--- config.mk ---
export PLATFORM = sky130hd
export DESIGN_NAME = tone_unit_control_regs
export DESIGN_NICKNAME = d
export VERILOG_FILES = /design/src/tone_unit_pkg.sv /design/src/tone_unit_control_regs.sv /design/src/tone_wave_gen.sv
export SDC_FILE = /design/constraint.sdc
export NUM_CORES = 1
export LEC_CHECK = 0
export BUFFER_PORTS_ARGS = -buffer_cell sky130_fd_sc_hd__buf_2
export CORE_MARGIN = 3
export CORE_UTILIZATION = 24
export CTS_CLUSTER_SIZE = 20
export DETAILED_ROUTE_END_ITERATION = 6
export GPL_TIMING_DRIVEN = 0
export SETUP_SLACK_MARGIN = 0.1
export SYNTH_ARGS = -nofsm -noshare
export SYNTH_HDL_FRONTEND = slang
export SYNTH_SLANG_ARGS = --single-unit
--- constraint.sdc ---
create_clock -name clk_i -period 3.19 [get_ports clk_i]
set_clock_uncertainty 0.05 [all_clocks]
set_input_delay 0.638 -clock clk_i [delete_from_list [all_inputs] [get_ports clk_i]]
set_output_delay 0.638 -clock clk_i [all_outputs]
set_load 0.005 [all_outputs]
--- src/tone_unit_pkg.sv ---
// constants and types shared by the tone unit control block
//--------------------------------------------------------------------
// What this block does
// - writing one to the soft reset bit reinitialises the unit like hardware reset
// - unused upper register bits read zero; software writes zero there
// - mode select bit 0: one selects pwm, zero buzz; resets to one
// - sequencer enable bit 0: one enables, zero requests disable; resets to zero
// - enabling a disabled sequencer starts output in the selected mode
// - disabling during pwm finishes the repeat count before stopping
// - disabling during buzz finishes the counter one period before stopping
// - two-bit volume mask gates each output pin; resets to silent
// - clearing a mask bit silences its pin at once, even mid waveform
// - state field reads 11 idle, 10 counter zero, 01 counter one, 00 disabled
// - pwm: counter zero times high, counter one low; buzz: counter one period
// - hardware update of a control bit wins over a same-cycle cpu write
//--------------------------------------------------------------------
package tone_unit_pkg;

   localparam int ADDR_W = 28;
   localparam int DATA_W = 16;
   localparam int CNT_W = 16;

   // ------------------------------------------------------------------
   // register map
   // ------------------------------------------------------------------
   localparam logic [ADDR_W-1:0] SOFT_RESET_CONTROL_ADDR = 28'hb00_0164;
   localparam logic [ADDR_W-1:0] TONE_MODE_SELECT_ADDR = 28'hb00_0166;
   localparam logic [ADDR_W-1:0] SEQUENCER_ENABLE_CONTROL_ADDR = 28'hb00_0168;
   localparam logic [ADDR_W-1:0] OUTPUT_VOLUME_MASK_ADDR = 28'hb00_016a;
   localparam logic [ADDR_W-1:0] SEQUENCER_STATUS_ADDR = 28'hb00_016c;

   localparam int SOFT_RESET_BIT = 0;
   localparam int MODE_SELECT_BIT = 0;
   localparam int SEQUENCER_ENABLE_BIT = 0;
   localparam int VOLUME_MASK_LSB = 0;

   localparam logic MODE_RESET = 1'h1;
   localparam logic MODE_PWM = 1'h1;
   localparam logic SEQ_EN_RESET = 1'h0;
   localparam logic [1:0] VOLUME_MASK_RESET = 2'h0;
   localparam logic [DATA_W-1:0] READ_ZERO = 16'h0000;

   // sequencer state field codes
   localparam logic [1:0] ST_CODE_IDLE = 2'h3;
   localparam logic [1:0] ST_CODE_CNT0 = 2'h2;
   localparam logic [1:0] ST_CODE_CNT1 = 2'h1;
   localparam logic [1:0] ST_CODE_DISABLED = 2'h0;

   // sequencer time base: counts advance once per tick
   localparam int TICK_DIV_DEF = 1;

   typedef enum logic [1:0] {
      SEQ_DISABLED,
      SEQ_IDLE,
      SEQ_CNT0,
      SEQ_CNT1
   } seq_state_t;

   typedef struct packed {
      logic [ADDR_W-1:0] addr;
      logic wr;
      logic rd;
      logic [DATA_W-1:0] wdata;
   } reg_req_t;

   typedef struct packed {
      logic [CNT_W-1:0] high_width;
      logic [CNT_W-1:0] low_width;
      logic [CNT_W-1:0] repeat_count;
   } tone_data_t;

   function automatic logic [1:0] state_code(input seq_state_t s);
      case (s)
         SEQ_IDLE: state_code = ST_CODE_IDLE;
         SEQ_CNT0: state_code = ST_CODE_CNT0;
         SEQ_CNT1: state_code = ST_CODE_CNT1;
         default: state_code = ST_CODE_DISABLED;
      endcase
   endfunction

endpackage

--- src/tone_unit_control_regs.sv ---
// tone unit control registers, soft reset, volume mask and output pins
`timescale 1ns/1ps
`default_nettype none
module tone_unit_control_regs #(
   parameter int TICK_DIV = tone_unit_pkg::TICK_DIV_DEF
) (
   // clock and reset
   input wire logic clk_i,
   input wire logic rst_n_i,
   // cpu register port
   input var tone_unit_pkg::reg_req_t bus_i,
   output logic [tone_unit_pkg::DATA_W-1:0] rdata_o,
   // tone data from the counter path
   input var tone_unit_pkg::tone_data_t tone_data_i,
   input wire logic tone_data_valid_i,
   output logic tone_data_take_o,
   // status and audio pins
   output logic [1:0] sequencer_state_field_o,
   output logic [1:0] audio_output_pins_o
);

   localparam int DW = tone_unit_pkg::DATA_W;

   logic soft_reset_bit_ff, nxt_soft_reset_bit;
   logic mode_select_bit_ff, nxt_mode_select_bit;
   logic sequencer_enable_bit_ff, nxt_sequencer_enable_bit;
   logic [1:0] volume_mask_field_ff, nxt_volume_mask_field;
   logic [DW-1:0] rdata_ff, nxt_rdata;
   logic [1:0] audio_ff, nxt_audio;
   logic [1:0] state_code_ff, nxt_state_code;
   logic wave;
   logic take;
   tone_unit_pkg::seq_state_t seq_state;
   logic wr_reset, wr_mode, wr_seq_en, wr_mask;

   assign wr_reset = bus_i.wr && bus_i.addr == tone_unit_pkg::SOFT_RESET_CONTROL_ADDR;
   assign wr_mode = bus_i.wr && bus_i.addr == tone_unit_pkg::TONE_MODE_SELECT_ADDR;
   assign wr_seq_en = bus_i.wr && bus_i.addr == tone_unit_pkg::SEQUENCER_ENABLE_CONTROL_ADDR;
   assign wr_mask = bus_i.wr && bus_i.addr == tone_unit_pkg::OUTPUT_VOLUME_MASK_ADDR;

   // ------------------------------------------------------------------
   // sequencer
   // ------------------------------------------------------------------
   tone_wave_gen #(
      .TICK_DIV(TICK_DIV)
   ) u_gen (
      .clk_i(clk_i),
      .rst_n_i(rst_n_i),
      .sync_clr_i(soft_reset_bit_ff),
      .enable_i(sequencer_enable_bit_ff),
      .pwm_mode_i(mode_select_bit_ff),
      .data_i(tone_data_i),
      .data_valid_i(tone_data_valid_i),
      .data_take_o(take),
      .wave_o(wave),
      .state_o(seq_state)
   );

   // ------------------------------------------------------------------
   // control registers
   // ------------------------------------------------------------------
   always_comb begin
      nxt_soft_reset_bit = soft_reset_bit_ff;
      nxt_mode_select_bit = mode_select_bit_ff;
      nxt_sequencer_enable_bit = sequencer_enable_bit_ff;
      nxt_volume_mask_field = volume_mask_field_ff;
      if (soft_reset_bit_ff) begin
         // hardware reinit clears the bit, any cpu write that cycle loses
         nxt_soft_reset_bit = 1'b0;
         nxt_mode_select_bit = tone_unit_pkg::MODE_RESET;
         nxt_sequencer_enable_bit = tone_unit_pkg::SEQ_EN_RESET;
         nxt_volume_mask_field = tone_unit_pkg::VOLUME_MASK_RESET;
      end else begin
         if (wr_reset) begin
            nxt_soft_reset_bit = bus_i.wdata[tone_unit_pkg::SOFT_RESET_BIT];
         end
         if (wr_mode) begin
            nxt_mode_select_bit = bus_i.wdata[tone_unit_pkg::MODE_SELECT_BIT];
         end
         if (wr_seq_en) begin
            nxt_sequencer_enable_bit = bus_i.wdata[tone_unit_pkg::SEQUENCER_ENABLE_BIT];
         end
         if (wr_mask) begin
            nxt_volume_mask_field =
               bus_i.wdata[tone_unit_pkg::VOLUME_MASK_LSB +: 2];
         end
      end
   end

   // ------------------------------------------------------------------
   // read data, status and pins
   // ------------------------------------------------------------------
   always_comb begin
      nxt_rdata = rdata_ff;
      if (bus_i.rd) begin
         nxt_rdata = tone_unit_pkg::READ_ZERO;
         if (bus_i.addr == tone_unit_pkg::SOFT_RESET_CONTROL_ADDR) begin
            nxt_rdata[tone_unit_pkg::SOFT_RESET_BIT] = soft_reset_bit_ff;
         end else if (bus_i.addr == tone_unit_pkg::TONE_MODE_SELECT_ADDR) begin
            nxt_rdata[tone_unit_pkg::MODE_SELECT_BIT] = mode_select_bit_ff;
         end else if (bus_i.addr == tone_unit_pkg::SEQUENCER_ENABLE_CONTROL_ADDR) begin
            nxt_rdata[tone_unit_pkg::SEQUENCER_ENABLE_BIT] = sequencer_enable_bit_ff;
         end else if (bus_i.addr == tone_unit_pkg::OUTPUT_VOLUME_MASK_ADDR) begin
            nxt_rdata[tone_unit_pkg::VOLUME_MASK_LSB +: 2] = volume_mask_field_ff;
         end else if (bus_i.addr == tone_unit_pkg::SEQUENCER_STATUS_ADDR) begin
            nxt_rdata[1:0] = tone_unit_pkg::state_code(seq_state);
         end
      end
      nxt_state_code = tone_unit_pkg::state_code(seq_state);
      // both pins carry the same wave, each gated by its mask bit
      nxt_audio = {2{wave}} & volume_mask_field_ff;
      if (soft_reset_bit_ff) begin
         nxt_audio = 2'h0;
      end
   end

   always_ff @(posedge clk_i or negedge rst_n_i) begin
      if (!rst_n_i) begin
         soft_reset_bit_ff <= 1'b0;
         mode_select_bit_ff <= tone_unit_pkg::MODE_RESET;
         sequencer_enable_bit_ff <= tone_unit_pkg::SEQ_EN_RESET;
         volume_mask_field_ff <= tone_unit_pkg::VOLUME_MASK_RESET;
         rdata_ff <= tone_unit_pkg::READ_ZERO;
         audio_ff <= 2'h0;
         state_code_ff <= tone_unit_pkg::ST_CODE_DISABLED;
      end else begin
         soft_reset_bit_ff <= nxt_soft_reset_bit;
         mode_select_bit_ff <= nxt_mode_select_bit;
         sequencer_enable_bit_ff <= nxt_sequencer_enable_bit;
         volume_mask_field_ff <= nxt_volume_mask_field;
         rdata_ff <= nxt_rdata;
         audio_ff <= nxt_audio;
         state_code_ff <= nxt_state_code;
      end
   end

   assign rdata_o = rdata_ff;
   assign audio_output_pins_o = audio_ff;
   assign sequencer_state_field_o = state_code_ff;
   assign tone_data_take_o = take;

   // ------------------------------------------------------------------
   // checks
   // ------------------------------------------------------------------
   a_soft_reset_reinit: assert property (@(posedge clk_i) disable iff (!rst_n_i)
      soft_reset_bit_ff |=> (mode_select_bit_ff == tone_unit_pkg::MODE_RESET
         && !sequencer_enable_bit_ff && volume_mask_field_ff == 2'h0
         && seq_state == tone_unit_pkg::SEQ_DISABLED))
      else $error("soft reset did not reinitialise the unit");

   a_soft_reset_wins: assert property (@(posedge clk_i) disable iff (!rst_n_i)
      (soft_reset_bit_ff && wr_reset && bus_i.wdata[0]) |=> !soft_reset_bit_ff)
      else $error("cpu write beat hardware clear of soft reset bit");

   a_upper_bits_zero: assert property (@(posedge clk_i) disable iff (!rst_n_i)
      $past(bus_i.rd) |-> rdata_o[DW-1:2] == '0)
      else $error("unused register bits read non-zero");

   a_mode_write_stores: assert property (@(posedge clk_i) disable iff (!rst_n_i)
      (wr_mode && !soft_reset_bit_ff) |=> mode_select_bit_ff == $past(bus_i.wdata[0]))
      else $error("mode select bit did not take the written value");

   a_enable_write_stores: assert property (@(posedge clk_i) disable iff (!rst_n_i)
      (wr_seq_en && !soft_reset_bit_ff) |=> sequencer_enable_bit_ff == $past(bus_i.wdata[0]))
      else $error("sequencer enable bit did not take the written value");

   a_enable_starts_seq: assert property (@(posedge clk_i) disable iff (!rst_n_i)
      (seq_state == tone_unit_pkg::SEQ_DISABLED && sequencer_enable_bit_ff
       && !soft_reset_bit_ff) |=> seq_state == tone_unit_pkg::SEQ_IDLE)
      else $error("enable did not start the sequencer");

   a_mask_silences: assert property (@(posedge clk_i) disable iff (!rst_n_i)
      (volume_mask_field_ff != 2'h3) |=>
         (audio_output_pins_o & ~$past(volume_mask_field_ff)) == 2'h0)
      else $error("masked audio pin still driven");

   a_status_code: assert property (@(posedge clk_i) disable iff (!rst_n_i)
      (bus_i.rd && bus_i.addr == tone_unit_pkg::SEQUENCER_STATUS_ADDR) |=>
         rdata_o[1:0] == tone_unit_pkg::state_code($past(seq_state)))
      else $error("status read did not report the sequencer state");

   a_pins_follow_wave: assert property (@(posedge clk_i) disable iff (!rst_n_i)
      (volume_mask_field_ff == 2'h3 && !soft_reset_bit_ff && wave) |=>
         audio_output_pins_o == 2'h3)
      else $error("unmasked pins did not follow the wave");

endmodule
`default_nettype wire

--- src/tone_wave_gen.sv ---
// tone sequencer: counter timing, drain on disable, waveform
`timescale 1ns/1ps
`default_nettype none
module tone_wave_gen #(
   parameter int TICK_DIV = tone_unit_pkg::TICK_DIV_DEF
) (
   // clock and resets
   input wire logic clk_i,
   input wire logic rst_n_i,
   input wire logic sync_clr_i,
   // control
   input wire logic enable_i,
   input wire logic pwm_mode_i,
   // tone data
   input var tone_unit_pkg::tone_data_t data_i,
   input wire logic data_valid_i,
   output logic data_take_o,
   // results
   output logic wave_o,
   output tone_unit_pkg::seq_state_t state_o
);

   localparam int CW = tone_unit_pkg::CNT_W;

   tone_unit_pkg::seq_state_t state_ff, nxt_state;
   logic [CW-1:0] cnt_ff, nxt_cnt;
   logic [CW-1:0] rep_ff, nxt_rep;
   logic [CW-1:0] m_ff, nxt_m;
   logic [CW-1:0] n_ff, nxt_n;
   logic [CW-1:0] div_ff, nxt_div;
   logic wave_ff, nxt_wave;
   logic take_ff, nxt_take;
   logic tick;
   logic cnt_end;

   assign tick = (div_ff == CW'(TICK_DIV - 1));
   assign cnt_end = tick && (cnt_ff <= CW'(1));

   // ------------------------------------------------------------------
   // next state
   // ------------------------------------------------------------------
   always_comb begin
      nxt_state = state_ff;
      nxt_cnt = cnt_ff;
      nxt_rep = rep_ff;
      nxt_m = m_ff;
      nxt_n = n_ff;
      nxt_wave = wave_ff;
      nxt_take = 1'b0;
      nxt_div = tick ? '0 : div_ff + CW'(1);
      case (state_ff)
         tone_unit_pkg::SEQ_DISABLED: begin
            nxt_wave = 1'b0;
            if (enable_i) begin
               nxt_state = tone_unit_pkg::SEQ_IDLE;
            end
         end
         tone_unit_pkg::SEQ_IDLE: begin
            nxt_wave = 1'b0;
            if (!enable_i) begin
               nxt_state = tone_unit_pkg::SEQ_DISABLED;
            end else if (data_valid_i) begin
               nxt_take = 1'b1;
               nxt_m = data_i.high_width;
               nxt_n = data_i.low_width;
               nxt_rep = data_i.repeat_count;
               nxt_wave = 1'b1;
               nxt_div = '0;
               if (pwm_mode_i == tone_unit_pkg::MODE_PWM) begin
                  nxt_state = tone_unit_pkg::SEQ_CNT0;
                  nxt_cnt = data_i.high_width;
               end else begin
                  nxt_state = tone_unit_pkg::SEQ_CNT1;
                  nxt_cnt = data_i.low_width;
               end
            end
         end
         tone_unit_pkg::SEQ_CNT0: begin
            if (cnt_end) begin
               nxt_state = tone_unit_pkg::SEQ_CNT1;
               nxt_cnt = n_ff;
               nxt_wave = 1'b0;
            end else if (tick) begin
               nxt_cnt = cnt_ff - CW'(1);
            end
         end
         default: begin
            if (!cnt_end) begin
               if (tick) begin
                  nxt_cnt = cnt_ff - CW'(1);
               end
            end else if (pwm_mode_i == tone_unit_pkg::MODE_PWM) begin
               // the pair repeats whatever the enable bit says
               if (rep_ff > CW'(1)) begin
                  nxt_rep = rep_ff - CW'(1);
                  nxt_state = tone_unit_pkg::SEQ_CNT0;
                  nxt_cnt = m_ff;
                  nxt_wave = 1'b1;
               end else begin
                  nxt_wave = 1'b0;
                  nxt_state = enable_i ? tone_unit_pkg::SEQ_IDLE
                                       : tone_unit_pkg::SEQ_DISABLED;
               end
            end else if (!enable_i) begin
               nxt_state = tone_unit_pkg::SEQ_DISABLED;
               nxt_wave = 1'b0;
            end else begin
               nxt_cnt = n_ff;
               nxt_wave = !wave_ff;
            end
         end
      endcase
   end

   always_ff @(posedge clk_i or negedge rst_n_i) begin
      if (!rst_n_i) begin
         state_ff <= tone_unit_pkg::SEQ_DISABLED;
         cnt_ff <= '0;
         rep_ff <= '0;
         m_ff <= '0;
         n_ff <= '0;
         div_ff <= '0;
         wave_ff <= 1'b0;
         take_ff <= 1'b0;
      end else if (sync_clr_i) begin
         state_ff <= tone_unit_pkg::SEQ_DISABLED;
         cnt_ff <= '0;
         rep_ff <= '0;
         m_ff <= '0;
         n_ff <= '0;
         div_ff <= '0;
         wave_ff <= 1'b0;
         take_ff <= 1'b0;
      end else begin
         state_ff <= nxt_state;
         cnt_ff <= nxt_cnt;
         rep_ff <= nxt_rep;
         m_ff <= nxt_m;
         n_ff <= nxt_n;
         div_ff <= nxt_div;
         wave_ff <= nxt_wave;
         take_ff <= nxt_take;
      end
   end

   assign wave_o = wave_ff;
   assign state_o = state_ff;
   assign data_take_o = take_ff;

   // ------------------------------------------------------------------
   // checks
   // ------------------------------------------------------------------
   a_pwm_drain_repeat: assert property (@(posedge clk_i) disable iff (!rst_n_i)
      (state_ff == tone_unit_pkg::SEQ_CNT1 && pwm_mode_i && cnt_end && rep_ff > CW'(1)
       && !enable_i && !sync_clr_i) |=> (state_ff == tone_unit_pkg::SEQ_CNT0 && wave_ff))
      else $error("pwm pair not repeated during drain");

   a_buzz_drain_stop: assert property (@(posedge clk_i) disable iff (!rst_n_i)
      (state_ff == tone_unit_pkg::SEQ_CNT1 && !pwm_mode_i && cnt_end && !enable_i)
      |=> (state_ff == tone_unit_pkg::SEQ_DISABLED && !wave_ff))
      else $error("buzz did not stop after its period");

   a_pwm_high_width: assert property (@(posedge clk_i) disable iff (!rst_n_i)
      (state_ff == tone_unit_pkg::SEQ_CNT0) |-> wave_ff)
      else $error("output low while counter zero times the high width");

endmodule
`default_nettype wire
# == Yosys cells after proc, flatten, opt, wreduce, memory -nomap -nowiden ==
# Index checks and enable logic that the tools add are counted.
# totals
output_inout_bits,21
ff_bits,95
word_cells,135
inputBits,97
# classes
add_sub_neg,3
magnitude_cmp,2
n_mux,72
bitwise,1
n_eq_ne,18
reduce_logical,24
# ops
operator,count
16-bit 2-to-1 mux,29
28-bit == test (second input constant),5
16-bit one-hot mux with 3 select lines,1
16-bit one-hot mux with 2 select lines,1
16-bit by 1-bit subtractor with 16-bit output (second input constant),2
2-bit 2-to-1 mux,14
1-bit 2-to-1 mux,24
16-bit by 1-bit adder with 16-bit output (second input constant),1
16-bit by 1-bit greater-than comparator with 1-bit output (second input constant),1
16-bit by 1-bit less-or-equal comparator with 1-bit output (second input constant),1
16-bit zero test,1
2-bit one-hot mux with 3 select lines,2
2-bit nonzero test,6
5-bit AND reduction,2
3-bit != test (second input constant),3
3-bit nonzero test,3
6-bit by 3-bit != test with 1-bit output (second input constant),1
6-bit != test (second input constant),1
6-bit AND reduction,1
1-bit logical AND,5
5-bit != test (second input constant),1
2-bit == test (second input constant),2
4-bit != test (second input constant),1
4-bit nonzero test,1
11 further kinds,11

# == Logic depth before layout (Yosys ltp) ==
# depth
word_depth,7
ltp_mapped,11
mapped_depth_nobuf,8

# == By module ==
# A second synthesis with hierarchy kept.
# unflattened
hier_cells,740
area_unflattened_um2,6249.7
# by_module_without_submodules
mod,seq_area_each_um2,n_inst,area_each_um2,cells_per_inst
tone_wave_gen,2102.0,1,5381.4,658
tone_unit_control_regs,276.5,1,868.3,82

# == Worst setup path after synthesis ==
# No wires, ideal clock.
# synth_timing
kind,register to register
start,reg u_gen.div_ff[0]
end,reg u_gen.rep_ff[11]
setup_time_ps,131
arrival_ps,2785
slack_ps,223
synth_period_minus_slack_ps,2967
path_stages_with_launch,11
cell_sequence,dfrtp_1 > inv_1 > ha_1 > or4b_1 > or4_1 > buf_2 > or3_4 > o31a_1 > buf_6 > o21ai_1 > o211ai_1
# synth_via
elab_chain_cells,4
# synth_rtl
item,line_no,source
start: declaration,tone_wave_gen.sv:30,"logic [CW-1:0] div_ff, nxt_div;"
start signal: assignment,tone_wave_gen.sv:140,div_ff <= nxt_div;
16-bit zero test,tone_wave_gen.sv:36,assign tick = (div_ff == CW'(TICK_DIV - 1));
1-bit logical AND,tone_wave_gen.sv:37,assign cnt_end = tick && (cnt_ff <= CW'(1));
3-bit nonzero test (no source line),-,
6-bit AND reduction (no source line),-,
end signal: assignment,tone_wave_gen.sv:137,rep_ff <= nxt_rep;
end: declaration,tone_wave_gen.sv:27,"logic [CW-1:0] rep_ff, nxt_rep;"
# No other way between the ends.
# A chain may end at the register's enable or synchronous reset.

# == Worst setup path in the final report ==
# layout_timing
start,reg u_gen.div_ff[0]
end,reg u_gen.rep_ff[13]
# The elaborated chain is that of the path after synthesis.

==> metrics.md <==
| Metric | Value |
|---|---|
| Cell with the most instances after synthesis | nand2_1 |
| VDD IR-drop max | 0.1873 mV |
| Critical path fanouts, max | 8 |
| Max Slew Vio Count | 0 |
| Area leader, netlist | dfrtp_1 |
| Worst R2R Start | u_gen.div_ff[0] |
| Share of layout cells above drive strength 1 | 20.79% |
| Synthesized area per cell | 8.289 um^2 |
| EDFF count, synth | 0 |
| Via Count | 6262 |
| Fin crit period | 3.074 ns |
| Post-DP HPWL | 15.28 mm |
| Mapped cell area | 6250 um^2 |
| Num rows | 58 |
| TritonCTS clock tree | done |
| Synth warnings | 0 |
| Die Span Y | 167.4 um |
| Hold crit path type | primary input to asynchronous set/reset pin |
| Cell count after synthesis | 754 |
| # IOs | 118 |
| Netlist cell types | 72 |
| Levels on crit path | 11 |
| Total GRT Usage | 14.84% |
| Setup_tns | 0 ns |
| Worst skew pair latency | 0.36 ns |
| Multiplexer share of the synthesized area | 5.846% |
| Number of global-route vias before repair | 5849 |
| Violated checks | DRC |
| Hold buffers post-CTS | 0 |
| RSZ-0062 raised after global routing | yes |
| Antenna-violating nets left | 0 |
| Final period util | 96.37% |
| Initial drt markers | 514 |
| Status | finished, violations left |
| Least-Margin Pin Slew | 0.9054 ns |
| Max-cap violations | 0 |
| Xor and xnor area share after synthesis | 2.382% |
| Compound-cell area share of the yosys netlist | 20.26% |
| Final hold violation count | 0 |
| Ranking of synthesized cells by area | dfrtp_1 38%, nand2_1 7.3%, mux2i_1 5.1% |
| Routed WL | 21.23 mm |
| Drt drc | 1 |
| Crit end category | register |
| Crit path cell chain | inv_1, ha_2, or4b_4, or4_4, buf_6, or3_4, buf_12, o31ai_4, buf_6, a21boi_2, o211ai_2 |
| Dominant delay contributor by cell family on the critical path | simple AND/OR/NAND/NOR gates |
| R2R depth | 11 |
| FMAX | 325.3 MHz |
| Clk root buf | clkbuf_16 |
| PwrDens | 328.8 nW/um^2 |
| Synth Area in Adders | 2.202% |
| Critical Path Start | u_gen.div_ff[0] |
| Die X | 167.4 um |
| Most common cell on crit path | buf_6 |
| #FFs+latches synth | 95 |
| Nets | 993 |
| Main synth FF type | dfrtp_1 |
| Synth-to-Final Area Change | 24.16% |
| WP data required | 3.42 ns |
| Routed vias/inst | 5.133 |
| CP Buf/Inv Count | 4 |
| H-tree Lvls | 3 |
| Simple-Gate Fraction of Synth Area | 25.51% |
| Setup CP Type | register to register |
| Final setup vio count | 0 |
| Setup crit start kind | register |
| Clock-pin slew on the worst setup and hold paths | 0.07 ns |
| PortBufs | 89 |
| Cell at the slowest stage of the critical path | or4b_4 |
| GRT overflow | 0 |
| Antenna Cells | 0 |
| Initial antenna violation count | 0 |
| Largest family of logic cells by synthesized area | simple AND/OR/NAND/NOR gates |
| Routed wire per std cell | 17.40 um |
| Async SR Flop Fraction | 100.0% |
| DIE AREA | 28010 um^2 |
| Pre-antenna DRT Iters | 7 |
| Initial Utilization | 24.61% |
| Power, Total | 2.551 mW |
| Inserted Clock Buffers | 9 |
| Top-area cell type share of the netlist area | 37.64% |
| Register area share after synthesis | 38.06% |
| Worst stage delay on the critical path | 0.47 ns |
| Post-synth top cells | 121 x nand2_1, 94 x dfrtp_1, 60 x nor2_1 |
| Rel. slew slack | 39.64% |
| Lkg Pwr | 3.435 nW |
| First-pass GRT wire length | 33.02 mm |
| Routability cong. | 0.9843 |
| Worst EP arrival | 3.31 ns |
| Core area | 25400 um^2 |
| CTS Buffer Depth | 2 |
| Largest net degree at the start of global routing | 50 |
| Clk sinks | 95 |
## per-stage QoR
stage	area (um^2)	hold WS, ns	utilization (%)	worst slack (ns)	std cells
final	7760	0.2385	30.55	0.1159	1220
after global routing	7760	0.3106	30.55	0.03351	1220
after CTS	7627	0.2776	30.03	0.09477	1213
after detailed placement	7187	0.4632	28.30	-0.4560	1187
after global placement	7157	0.4545	28.18	-0.4456	1186
after floorplan	6299	0.2924	-	0.2235	767
## routing by layer
metal  global-route usage, %  wire length, um  vias to the layer above
met3                   3.730             2075                       26
met5                       0                0                        -
met4                   4.696              335                        0
met2                   21.59             9001                      335
met1                   21.56             9814                     2927
li1                        -                -                     2974
## final cells by class
| cell class | instances | area [um^2] |
|---|---|---|
| multi-input cells | 599 | 3667 |
| repair buffers | 107 | 601.8 |
| inverters | 17 | 63.81 |
| clock inverters | 5 | 81.33 |
| clock buffers | 11 | 242.7 |
| plain buffers | 56 | 311.5 |
| flip-flops and latches | 95 | 2379 |
| well taps | 330 | 412.9 |
| fillers | 2752 | 17640 |
## path summary, 6_finish.rpt
path	endpoint	slack (ns)
worst min register to register	rdata_o[0]	0.47
max in group asynchronous	u_gen.cnt_ff[13]	2.17
worst min-delay path	u_gen.m_ff[1]	0.24
worst max-delay path	u_gen.rep_ff[13]	0.12
min in group clk_i	u_gen.rep_ff[4]	0.44
worst max register to register	u_gen.rep_ff[13]	0.12
## registers in the layout, summed over array words and instances (netlist names)
name                     cells
audio_output_pins_o          2
mode_select_bit_ff           1
rdata_o                      2
sequencer_enable_bit_ff      1
sequencer_state_field_o      2
soft_reset_bit_ff            1
u_gen.cnt_ff                16
u_gen.data_take_o            1
u_gen.div_ff                16
u_gen.m_ff                  16
u_gen.n_ff                  16
u_gen.rep_ff                16
u_gen.state_o                2
u_gen.wave_o                 1
volume_mask_field_ff         2
## layout by cell type, fill, tap and decap left out, types with 9 or more instances in the layout
cell type	n
nand2_1	121
a31oi_1	9
o21ai_1	9
nand4_1	10
clkbuf_1	29
or3_1	11
nor2_1	60
conb_1	14
dfrtp_1	94
buf_4	29
mux2i_1	32
buf_2	93
inv_1	17
and3_1	15
nor4_1	11
xor2_1	11
a21oi_1	58
nand3_1	26
nor3_1	24
ha_1	10
o21ai_0	36
clkbuf_16	9
## kinds of logic after synthesis
logic type	Yosys count
other cells	1
simple gates	330
buf+inv	74
mux	36
flops	95
xor+xnor	17
compound gates	190
fa+ha+maj	11
## power breakdown
part	switching [mW]	internal (mW)
logic	0.0662	0.0607
clock network	0.508	0.711
registers	0.000491	1.20
total	0.575	1.98
## timing repair
action                                  CTS  global route
cloned                                    3             1
endpoints found under the setup margin   35            35
resized for setup                        14            21
buffers inserted                          7             7
pin swaps                                 6             8
(Power assumes the default switching activity.)
